$ cat src/rtl/pomc_map.vh
// Constants for the operating mode controller
`ifndef POMC_MAP_VH
`define POMC_MAP_VH
// ************************************************************
// Operating modes
// ************************************************************
`define POMC_MODE_STOP 2'h0
`define POMC_MODE_START 2'h1
`define POMC_MODE_RUN 2'h2
`define POMC_MODE_HOLD 2'h3
// ************************************************************
// Cycle phases
// ************************************************************
`define POMC_PH_IDLE 3'h0
`define POMC_PH_CLR_IN 3'h1
`define POMC_PH_RESTART 3'h2
`define POMC_PH_CLR_OUT 3'h3
`define POMC_PH_READ_IN 3'h4
`define POMC_PH_MAIN 3'h5
`define POMC_PH_WRITE_OUT 3'h6
// ************************************************************
// Timing, clock 200 MHz
// ************************************************************
`define POMC_CLK_HZ 200000000
`define POMC_WDOG_MS 100
`define POMC_CYC_MIN_MS 1
`define POMC_START_BLINK_S 3
`define POMC_HOLD_BLINK_HZ 1
`define POMC_WDOG_CYC (`POMC_CLK_HZ / 1000 * `POMC_WDOG_MS)
`define POMC_MS_CYC (`POMC_CLK_HZ / 1000 * `POMC_CYC_MIN_MS)
`define POMC_START_CYC (`POMC_CLK_HZ * `POMC_START_BLINK_S)
`define POMC_HALF_HZ_CYC (`POMC_CLK_HZ / (2 * `POMC_HOLD_BLINK_HZ))
// ************************************************************
// Analog output codes while locked
// ************************************************************
`define POMC_AO_KIND_V 2'h0
`define POMC_AO_KIND_020 2'h1
`define POMC_AO_KIND_420 2'h2
`define POMC_AO_ZERO 16'h0000
`define POMC_AO_4MA 16'h3333
// ************************************************************
// Breakpoints
// ************************************************************
`define POMC_BP_NUM 3
`define POMC_BP_STEP_MAX 2
`endif

$ cat src/rtl/pomc_timer.v
// Down counter that flags expiry, used for supervision and blink timing
`timescale 1ns/1ps
module pomc_timer #(
	parameter W = 32
) (
	// Clock and reset
	input wire ref_clk,
	input wire rst,
	// Control
	input wire restart,
	input wire run,
	input wire [W-1:0] load_val,
	// Status
	output reg expired_q
);
	reg [W-1:0] cnt_q;
	always @(posedge ref_clk or posedge rst) begin
		if (rst) begin
			cnt_q <= {W{1'b0}};
			expired_q <= 1'b0;
		end else if (restart) begin
			cnt_q <= load_val;
			expired_q <= 1'b0;
		end else if (run) begin
			if (cnt_q <= {{(W-1){1'b0}}, 1'b1}) begin
				expired_q <= 1'b1;
			end else begin
				cnt_q <= cnt_q - {{(W-1){1'b0}}, 1'b1};
			end
		end
	end
endmodule

$ cat src/rtl/pomc_ao_lock.v
// Analog output value selection with substitute values while outputs are locked
`timescale 1ns/1ps
`include "pomc_map.vh"
module pomc_ao_lock #(
	parameter N = 4
) (
	// Clock and reset
	input wire ref_clk,
	input wire rst,
	// Control
	input wire output_lock,
	input wire [N-1:0] subst_en,
	input wire [2*N-1:0] ao_kind,
	// Values
	input wire [16*N-1:0] ao_prog,
	input wire [16*N-1:0] ao_subst,
	output reg [16*N-1:0] ao_out_q
);
	genvar i;
	generate
		for (i = 0; i < N; i = i + 1) begin : g_ch
			wire [15:0] lock_val;
			assign lock_val = (ao_kind[2*i+1:2*i] == `POMC_AO_KIND_420) ? `POMC_AO_4MA : `POMC_AO_ZERO;
			always @(posedge ref_clk or posedge rst) begin
				if (rst) begin
					ao_out_q[16*i+15:16*i] <= `POMC_AO_ZERO;
				end else if (!output_lock) begin
					ao_out_q[16*i+15:16*i] <= ao_prog[16*i+15:16*i];
				end else if (subst_en[i]) begin
					ao_out_q[16*i+15:16*i] <= ao_subst[16*i+15:16*i];
				end else begin
					ao_out_q[16*i+15:16*i] <= lock_val;
				end
			end
		end
	endgenerate
endmodule

$ cat src/rtl/pomc_ctrl.v
// Operating mode controller: STOP, START-UP, RUN and HOLD sequencing
// What this block does
// - After watchdog error, restart only via cold start, overall reset or project reload
// - Green lamp steady in RUN once the start-up blink has ended
// - Output lock released in RUN
// - RUN cycles read inputs, main, write outputs
// - Timers active, image refreshed each cycle
// - Up to three breakpoints held
// - Reaching active breakpoint enters HOLD
// - HOLD: red steady, green blinks 1 Hz
// - HOLD freezes execution and timers, clock runs
// - HOLD asserts output lock, links stay up
// - No stepping with more than two breakpoints
// - Fixed 100 ms watchdog forces STOP
// - Cycle time limit, at least 1 ms
// - RUN to STOP sets output lock
// - Locked analog outputs show safe values
// - Start-up order: clear inputs, restart, release
// - Overall reset in STOP erases user memory, not card
// - STOP runs nothing, keeps data, locks outputs
// - Yellow lamp lit in STOP
// - Start-up green blink lasts at least 3 s
`timescale 1ns/1ps
`include "pomc_map.vh"
module pomc_ctrl #(
	parameter WDOG_CYC = `POMC_WDOG_CYC,
	parameter START_CYC = `POMC_START_CYC,
	parameter HALF_HZ_CYC = `POMC_HALF_HZ_CYC,
	parameter MS_CYC = `POMC_MS_CYC,
	parameter AO_N = 4,
	parameter PC_W = 16
) (
	// Clock and reset
	input wire ref_clk,
	input wire rst,
	// Mode requests from switch and programming side
	input wire run_req,
	input wire stop_req,
	input wire cold_start_present,
	input wire overall_reset_req,
	input wire project_reload,
	// Breakpoints from programming side
	input wire [`POMC_BP_NUM-1:0] bp_active,
	input wire [PC_W*`POMC_BP_NUM-1:0] bp_addr,
	input wire step_req,
	input wire resume_req,
	// Program engine handshake
	input wire [PC_W-1:0] exec_addr,
	input wire phase_done,
	input wire wdog_kick,
	input wire [15:0] cycle_limit_ms,
	// Analog outputs
	input wire [AO_N-1:0] subst_en,
	input wire [2*AO_N-1:0] ao_kind,
	input wire [16*AO_N-1:0] ao_prog,
	input wire [16*AO_N-1:0] ao_subst,
	output wire [16*AO_N-1:0] ao_out,
	// Mode and phase
	output reg [1:0] mode_q,
	output reg [2:0] phase_q,
	output wire exec_en,
	output wire timers_run,
	output wire step_allowed,
	// Output lock and memory
	output reg output_lock_q,
	output reg user_mem_clear_q,
	output reg wdog_err_q,
	output reg cycle_err_q,
	// Status lamps
	output reg led_green_q,
	output reg led_yellow_q,
	output reg led_red_q
);
	// ************************************************************
	// Breakpoint match
	// ************************************************************
	wire [`POMC_BP_NUM-1:0] bp_hit;
	genvar i;
	generate
		for (i = 0; i < `POMC_BP_NUM; i = i + 1) begin : g_bp
			assign bp_hit[i] = bp_active[i] && (bp_addr[PC_W*i+PC_W-1:PC_W*i] == exec_addr);
		end
	endgenerate
	// Stepping is refused once all three entries are armed
	wire [1:0] bp_count;
	assign bp_count = {1'b0, bp_active[0]} + {1'b0, bp_active[1]} + {1'b0, bp_active[2]};
	assign step_allowed = (bp_count <= `POMC_BP_STEP_MAX);

	// ************************************************************
	// Supervision timers
	// ************************************************************
	wire wdog_exp;
	wire cyc_exp;
	wire blink_exp;
	wire start_exp;
	wire cycle_start;
	reg step_q;
	reg blink_q;
	reg start_blink_q;
	assign cycle_start = (mode_q == `POMC_MODE_RUN) && (phase_q == `POMC_PH_CLR_OUT || phase_q == `POMC_PH_WRITE_OUT)
		&& phase_done;
	// Watchdog and cycle limit reload whenever not in RUN, so a debug session in HOLD never trips them
	wire sup_run;
	assign sup_run = (mode_q == `POMC_MODE_RUN);
	wire [15:0] lim_ms;
	assign lim_ms = (cycle_limit_ms == 16'h0000) ? 16'h0001 : cycle_limit_ms;

	// Product formed at full width so long limits never wrap
	wire [31:0] ms_cyc_w;
	assign ms_cyc_w = MS_CYC;
	wire [47:0] cyc_load;
	assign cyc_load = {32'h0000_0000, lim_ms} * {16'h0000, ms_cyc_w};

	pomc_timer #(.W(32)) u_wdog (
		.ref_clk(ref_clk),
		.rst(rst),
		.restart(wdog_kick || !sup_run),
		.run(sup_run),
		.load_val(WDOG_CYC),
		.expired_q(wdog_exp)
	);

	// Cycle span is read, main and write; start-up stays untimed
	pomc_timer #(.W(48)) u_cyc (
		.ref_clk(ref_clk),
		.rst(rst),
		.restart(cycle_start || !sup_run),
		.run(sup_run),
		.load_val(cyc_load),
		.expired_q(cyc_exp)
	);

	// Load one short so each half period is exactly HALF_HZ_CYC edges
	wire [31:0] blink_load;
	assign blink_load = HALF_HZ_CYC - 32'h0000_0001;

	pomc_timer #(.W(32)) u_blink (
		.ref_clk(ref_clk),
		.rst(rst),
		.restart(blink_exp),
		.run(1'b1),
		.load_val(blink_load),
		.expired_q(blink_exp)
	);

	pomc_timer #(.W(32)) u_start (
		.ref_clk(ref_clk),
		.rst(rst),
		.restart(mode_q == `POMC_MODE_START && !start_blink_q),
		.run(start_blink_q),
		.load_val(START_CYC),
		.expired_q(start_exp)
	);

	// ************************************************************
	// Mode and phase sequencing
	// ************************************************************
	reg [1:0] mode_d;
	reg [2:0] phase_d;
	wire fault;
	assign fault = (wdog_exp || cyc_exp) && (mode_q == `POMC_MODE_RUN);
	always @* begin
		mode_d = mode_q;
		phase_d = phase_q;
		case (mode_q)
			`POMC_MODE_STOP: begin
				phase_d = `POMC_PH_IDLE;
				// A watchdog fault blocks plain restart until cleared
				if (run_req && !stop_req && (!wdog_err_q || cold_start_present)) begin
					mode_d = `POMC_MODE_START;
					phase_d = `POMC_PH_CLR_IN;
				end
			end
			`POMC_MODE_START: begin
				if (stop_req) begin
					mode_d = `POMC_MODE_STOP;
					phase_d = `POMC_PH_IDLE;
				end else if (phase_done) begin
					case (phase_q)
						`POMC_PH_CLR_IN: phase_d = `POMC_PH_RESTART;
						`POMC_PH_RESTART: begin
							mode_d = `POMC_MODE_RUN;
							phase_d = `POMC_PH_CLR_OUT;
						end
						default: phase_d = `POMC_PH_CLR_IN;
					endcase
				end
			end
			`POMC_MODE_RUN: begin
				if (fault || stop_req) begin
					mode_d = `POMC_MODE_STOP;
					phase_d = `POMC_PH_IDLE;
				end else if (phase_q == `POMC_PH_MAIN && |bp_hit) begin
					mode_d = `POMC_MODE_HOLD;
				end else if (phase_done) begin
					case (phase_q)
						`POMC_PH_CLR_OUT: phase_d = `POMC_PH_READ_IN;
						`POMC_PH_READ_IN: phase_d = `POMC_PH_MAIN;
						`POMC_PH_MAIN: phase_d = `POMC_PH_WRITE_OUT;
						`POMC_PH_WRITE_OUT: phase_d = `POMC_PH_READ_IN;
						default: phase_d = `POMC_PH_READ_IN;
					endcase
				end
			end
			`POMC_MODE_HOLD: begin
				if (stop_req) begin
					mode_d = `POMC_MODE_STOP;
					phase_d = `POMC_PH_IDLE;
				end else if (resume_req) begin
					mode_d = `POMC_MODE_RUN;
				end
			end
			default: begin
				mode_d = `POMC_MODE_STOP;
				phase_d = `POMC_PH_IDLE;
			end
		endcase
	end

	always @(posedge ref_clk or posedge rst) begin
		if (rst) begin
			mode_q <= `POMC_MODE_STOP;
			phase_q <= `POMC_PH_IDLE;
			wdog_err_q <= 1'b0;
			cycle_err_q <= 1'b0;
			user_mem_clear_q <= 1'b0;
			step_q <= 1'b0;
			blink_q <= 1'b0;
			start_blink_q <= 1'b0;
		end else begin
			mode_q <= mode_d;
			phase_q <= phase_d;
			// Fault flags set win over any clear in the same cycle
			if (mode_q == `POMC_MODE_RUN && wdog_exp) begin
				wdog_err_q <= 1'b1;
			end else if (overall_reset_req || project_reload ||
				(mode_q == `POMC_MODE_START && phase_q == `POMC_PH_RESTART && phase_done)) begin
				wdog_err_q <= 1'b0;
			end
			if (mode_q == `POMC_MODE_RUN && cyc_exp) begin
				cycle_err_q <= 1'b1;
			end else if (mode_d == `POMC_MODE_START) begin
				cycle_err_q <= 1'b0;
			end
			// Erase happens only in STOP; card contents are outside this block
			user_mem_clear_q <= overall_reset_req && (mode_q == `POMC_MODE_STOP);
			step_q <= (mode_q == `POMC_MODE_HOLD) && step_req && step_allowed && !resume_req;
			if (blink_exp) begin
				blink_q <= ~blink_q;
			end
			// Blink holds for its full span even if start-up ends early
			if (mode_q == `POMC_MODE_START && !start_blink_q) begin
				start_blink_q <= 1'b1;
			end else if (start_exp) begin
				start_blink_q <= 1'b0;
			end
		end
	end

	// ************************************************************
	// Execution enables
	// ************************************************************
	// One statement runs for a step pulse in HOLD
	assign exec_en = (mode_q == `POMC_MODE_RUN) || (mode_q == `POMC_MODE_START) || step_q;
	assign timers_run = (mode_q == `POMC_MODE_RUN);

	// ************************************************************
	// Output lock and lamps
	// ************************************************************
	// Driven from the next mode so lamps and lock move with mode_q
	always @(posedge ref_clk or posedge rst) begin
		if (rst) begin
			output_lock_q <= 1'b1;
			led_green_q <= 1'b0;
			led_yellow_q <= 1'b0;
			led_red_q <= 1'b0;
		end else begin
			output_lock_q <= (mode_d != `POMC_MODE_RUN);
			led_yellow_q <= (mode_d == `POMC_MODE_STOP);
			led_red_q <= (mode_d == `POMC_MODE_HOLD);
			if (start_blink_q) begin
				led_green_q <= blink_q;
			end else if (mode_d == `POMC_MODE_HOLD) begin
				led_green_q <= blink_q;
			end else begin
				led_green_q <= (mode_d == `POMC_MODE_RUN);
			end
		end
	end

	pomc_ao_lock #(.N(AO_N)) u_ao (
		.ref_clk(ref_clk),
		.rst(rst),
		.output_lock(output_lock_q),
		.subst_en(subst_en),
		.ao_kind(ao_kind),
		.ao_prog(ao_prog),
		.ao_subst(ao_subst),
		.ao_out_q(ao_out)
	);
endmodule

$ cat config.mk
export PLATFORM = sky130hd
export DESIGN_NAME = pomc_ctrl
export DESIGN_NICKNAME = d
export VERILOG_FILES = /design/src/rtl/pomc_timer.v /design/src/rtl/pomc_ao_lock.v /design/src/rtl/pomc_ctrl.v
export VERILOG_INCLUDE_DIRS = /design/src /design/src/rtl
export SDC_FILE = /design/constraint.sdc
export NUM_CORES = 1
export LEC_CHECK = 0
export BUFFER_PORTS_ARGS = -buffer_cell sky130_fd_sc_hd__buf_2
export CORE_MARGIN = 3
export CORE_UTILIZATION = 60
export CTS_CLUSTER_SIZE = 8
export DETAILED_ROUTE_END_ITERATION = 7
export HOLD_SLACK_MARGIN = 0.02
export PLACE_DENSITY = 0.95
export SETUP_SLACK_MARGIN = 0.5
export SLEW_MARGIN = 20
export SYNTH_ARGS = -nofsm -noshare
export SYNTH_HDL_FRONTEND = slang
export SYNTH_SLANG_ARGS = --single-unit
$ cat constraint.sdc
create_clock -name ref_clk -period 12.2 [get_ports ref_clk]
set_clock_uncertainty 0.2 [all_clocks]
set_input_delay 0.61 -clock ref_clk [delete_from_list [all_inputs] [get_ports ref_clk]]
set_output_delay 0.61 -clock ref_clk [all_outputs]
set_load 0.05 [all_outputs]
# After elaboration in Yosys (flattened, before gate mapping)

Index checks and enable logic that the tools add are counted.

Register bits: 227
Bits in latches: 0
Memory bits (writable): 0
Bits in read-only memories: 0
Bits of input ports: 234
Output and inout port bits: 79
Logic and storage cells: 180
Memories kept: 0

Add/subtract/negate cells: 6
Multipliers: 1
Div/mod/pow operators: 0
$lt $le $gt $ge: 5
Equality and inequality tests: 28
Shift-type cells: 0
Muxes and demuxes: 62
Bitwise operators: 1
Reductions and logical operators: 53

Operators by type and width:

| kind                   | number |
|---|---|
| $mux 32                | 8 |
| $mux 16                | 9 |
| $mux 48                | 3 |
| $le 32x1->1 const B    | 3 |
| $sub 32x1->32 const B  | 3 |
| $mux 14                | 4 |
| $eq 16x16->1           | 3 |
| $le 48x1->1 const B    | 1 |
| $sub 48x1->48 const B  | 1 |
| $mul 16x12->28 const B | 1 |
| $mux 1                 | 20 |
| $logic_and 1x1->1      | 18 |
| $mux 3                 | 6 |
| $reduce_bool 2->1      | 9 |
| $eq 2x2->1 const B     | 8 |
| $logic_not 16->1       | 1 |
| $mux 2                 | 8 |
| $pmux 3 s4             | 1 |
| $reduce_and 2->1       | 6 |
| $logic_or 1x1->1       | 10 |
| $eq 3x3->1 const B     | 3 |
| $ne 2x1->1 const B     | 4 |
| $pmux 2 s2             | 2 |
| $pmux 2 s4             | 1 |
| 14 further kinds       | 23 |

# Logic depth before layout (Yosys ltp)

Word-level depth: 10
Gate-level depth with buffers: 24

# Hierarchy

A second synthesis with hierarchy kept.

Cells, all modules: 1,878
Area total of the unflattened synthesis: 17,078.9 sq um

By module, submodules not included:

| module                | times used | cells an instance | area each (sq um) |
|---|---|---|---|
| pomc_ctrl             | 1          | 589               | 5,087.4 |
| pomc_timer at u_cyc   | 1          | 350               | 3,086.7 |
| pomc_ao_lock          | 1          | 229               | 2,632.5 |
| pomc_timer at u_start | 1          | 240               | 2,124.5 |
| pomc_timer at u_wdog  | 1          | 232               | 2,084.5 |
| pomc_timer at u_blink | 1          | 238               | 2,063.2 |

# Worst setup path after synthesis

OpenSTA, ideal clock, no wires.

Path kind: input -> register
Start: in cycle_limit_ms[14]
End: reg u_cyc.cnt_q[28]
Library setup time: 0.135 ns
Data arrival time: 6.061 ns
Slack: 5.804 ns
Stages: 23
Cells stage by stage: inv_1 > ha_1 > and4_1 > nand4_1 > nor3_1 > clkbuf_1 > nor2_1 > ha_1 > ha_1 > xor2_1 > ha_1 > fa_1 > inv_1 > fa_1 > inv_1 > ha_1 > o21ai_0 > nor2_1 > o32ai_1 > o21ai_0 > a221oi_1 > xor2_1 > o22ai_1

Cells in the longest elaborated chain, start to end: 4

RTL lines:

| element              | RTL line        | text |
|---|---|---|
| from (decl)          | pomc_ctrl.v:51  | `input wire [15:0] cycle_limit_ms,` |
| $logic_not 16->1     | pomc_ctrl.v:106 | `assign lim_ms = (cycle_limit_ms == 16'h0000) ? 16'h0001 : cycle_limit_ms;` |
| $mux 16 *            | pomc_ctrl.v:106 |  |
| $mul 16x12->28 *     | pomc_ctrl.v:112 | `assign cyc_load = {32'h0000_0000, lim_ms} * {16'h0000, ms_cyc_w};` |
| $mux 48 *            | pomc_timer.v:21 | `end else if (restart) begin` |
| to (signal assigned) | pomc_timer.v:19 | `cnt_q <= {W{1'b0}};` |
| to (signal assigned) | pomc_timer.v:22 | `cnt_q <= load_val;` |
| to (signal assigned) | pomc_timer.v:28 | `cnt_q <= cnt_q - {{(W-1){1'b0}}, 1'b1};` |
| to (decl)            | pomc_timer.v:16 | `reg [W-1:0] cnt_q;` |

Every way passes the cells marked *; elsewhere a longest branch is shown, timed or not.
A chain may end at the register's enable or synchronous reset.

# Final worst setup path

Ends and elaborated chain as after synthesis.

==> flow_summary.yaml <==
clock_network:
  cts_hold_buf: 0
  root_buffer: "clkbuf_16"
  ctsResizeCount: 0
  cts_tree: "yes"
  cts_made_buffers: 34
  insertion_delay_ns: 0.50
  clock_path_buffers: 3
  cts_sinks: 227
  cts_max_level: 2
  postCtsSetupRepairBufs: 0
  clkTransAtPathRegs_ns: 0.05
critical_path:
  r2r_slack_ns: 8.17
  startpoint: "cycle_limit_ms[14]"
  crit_type: "input pin to register"
  end_kind: "register"
  max_stage_delay_ns: 0.65
  regToRegEndpoint: "u_cyc.cnt_q[29]"
  worst_ep_arrival_time_ns: 6.75
  crit_end: "u_cyc.cnt_q[28]"
  worst_setup_path_start_kind: "input pin"
  crit_top_cell: "inv_1"
  reg2regPathDepth: 7
  r2r_start: "u_cyc.cnt_q[9]"
  critPathMaxFanout: 11
  crit_path_top_delay_cell: "o32ai_1"
  crit_required_ns: 12.34
timing:
  tightest_slew_ns: 1.00
  fin_setup_tns_ns: 0
  rsz0062_at_grt: "false"
  finalCriticalPeriod_ns: 6.61
  drv_slew: 0
  hold_viol_final: 0
  final_min_period_over_clock_period: 0.542
  layout_setup_ws_ns: 5.59
  setup_viol_count_final: 0
  max_slew_margin: 0.333
  max_clock_freq_ghz: 0.151
finish:
  layout_commonest_cell: "buf_2"
  diodes: 0
  synthToLayoutAreaGrowth_pct: 18.0
  fill_cells: 1705
  final_cell_mix: "buf_2 (312), dfrtp_1 (226), nor2_1 (170)"
  finalNetCount: 2351
  drive_above_1_share: 0.198
yosys:
  async_reset_ff_frac: 1.00
  syn-cell-area_mm2: 0.0152
  synth.distinct_cells: 77
  synth_top_area_frac: 0.372
  ys_seq_elements: 227
  synth_edf_count: 0
  synth_seq_area_share: 0.374
  syn_nets: 2051
  synthCells: 1649
  ys_warn_count: 0
  yosys-top-cells-area: "dfrtp_1 (37%), ha_1 (11%), xnor2_1 (5.8%), fa_1 (4.9%), xor2_1 (4.3%)"
  synth_ff_type: "dfrtp_1"
  synth_area_leader_cell: "dfrtp_1"
  syn_area_per_cell_um2: 9.22
global_routing:
  antenna_found_initial: 2
  grt_pass1_vias: 13961
  grt.overflow.total: 0
  grt_pass1_wl_mm: 66.0
  grt_start_max_net_pins: 153
  grt.total_usage: 0.297
die:
  coreArea_mm2: 0.0246
  die_area_mm2: 0.0273
  start_util: 0.618
  rows: 57
  die_w_um: 165
  num_io_pins: 313
  die_y_um: 165
placement:
  dp_slack_ns: 5.16
  port_buffers: 312
  dp_hpwl_mm: 29.7
  place_congestion: 0.989
status:
  outcome: "completed"
route:
  via_per_inst: 5.87
  num_vias: 13403
  drcViolationCount: 0
  wire_per_inst_um: 17.8
  dr.pass1.iters: 5
  ant_nets: 0
  drt-total-wl_mm: 40.5
  drt_iter0_drc: 966
power:
  leakagePower_nw: 8.58
  power_density_mw_per_mm2: 212
  power_mw: 3.80
  ir_drop_mv: 0.149
worst_hold_path:
  min_path_type: "input pin to asynchronous set/reset pin"
flow_run:
  maxCapViolCount: 0
==> registers in the layout (all words and copies together) (netlist names), 2 cells and up <==
name / flops
u_ao.ao_out_q: 64
u_cyc.cnt_q: 48
u_wdog.cnt_q: 32
mode_q: 2
u_start.cnt_q: 32
phase_q: 3
u_blink.cnt_q: 32
==> critical path: cells and delay by family <==
family	cells	cell delay (ns)
adder cells (fa/ha/maj)	7	2.49
AO/OA/AOI/OAI	5	1.73
AND/OR/NAND/NOR	5	1.02
buffers and inverters	7	0.69
XOR/XNOR	1	0.18
==> synth_stat cells, types with 9 or more instances <==
library cell / count
a21o_1: 10
a21oi_1: 113
and2_1: 11
and3_1: 12
clkbuf_1: 45
dfrtp_1: 226
fa_1: 37
ha_1: 131
inv_1: 159
nand2_1: 94
nand2b_1: 20
nand3_1: 39
nand4_1: 18
nor2_1: 170
nor2b_1: 9
nor3_1: 59
nor4_1: 34
o21a_1: 9
o21ai_0: 75
o22ai_1: 9
o31ai_1: 10
or3_1: 27
or4_1: 20
xnor2_1: 100
xor2_1: 75
==> layer usage <==
| metal | part of all wire | track usage | vias to the layer above |
|---|---|---|---|
| li1 | - | - | 6282 |
| met1 | 0.38 | 0.351 | 6418 |
| met2 | 0.52 | 0.542 | 577 |
| met3 | 0.068 | 0.0586 | 124 |
| met4 | 0.029 | 0.0957 | 2 |
| met5 | 0.00017 | 0 | - |
==> worst min-delay path by stage <==
stage                                   end  cells after the start
after CTS                 u_ao.ao_out_q[50]                      3
final                            wdog_err_q                      2
after global routing              led_red_q                      2
after floorplan               start_blink_q                      1
after global placement        start_blink_q                      1
after detailed placement      start_blink_q                      1
==> layout make-up <==
type                            instances  area [µm²]  share of cell area
Multi-Input combinational cell       1211        8720               0.486
Sequential cell                       227        5680               0.317
Timing Repair Buffer                  316        1590              0.0887
Clock buffer                           43         916              0.0511
Inverter                              159         609              0.0340
Tap cell                              324         405              0.0226
Clock inverter                          2        13.8            0.000767
==> power by group <==
part | total (mW) | switching, mW | internal, mW | leakage [nW]
clock | 0.839 | 0.321 | 0.518 | 0.455
combinational | 1.85 | 1.22 | 0.627 | 5.31
sequential | 1.11 | 0.156 | 0.953 | 2.82
total | 3.80 | 1.70 | 2.10 | 8.58
==> logic make-up (layout without fill, tap and decap cells) <==
kind of cell,count (synthesis),count (layout),share of synthesized area
simple gates,569,569,0.193
mux,9,9,0.00617
fa+ha+maj,168,168,0.157
buf+inv,211,520,0.0533
xor+xnor,175,175,0.101
flops,227,227,0.374
compound gates,290,290,0.117
==> per-stage QoR <==
stage / std cells / instance area, µm² / utilization / hold WS (ns)
2_1_floorplan: 1649 / 15200 / - / 0.236
3_3_place_gp: 2237 / 17000 / 0.691 / 0.252
3_5_place_dp: 2237 / 17000 / 0.691 / 0.258
4_1_cts: 2282 / 17900 / 0.729 / 0.104
5_1_grt: 2282 / 17900 / 0.729 / 0.104
6_report: 2282 / 17900 / 0.729 / 0.0333
No activity file was read; power rests on OpenSTA's default activity.
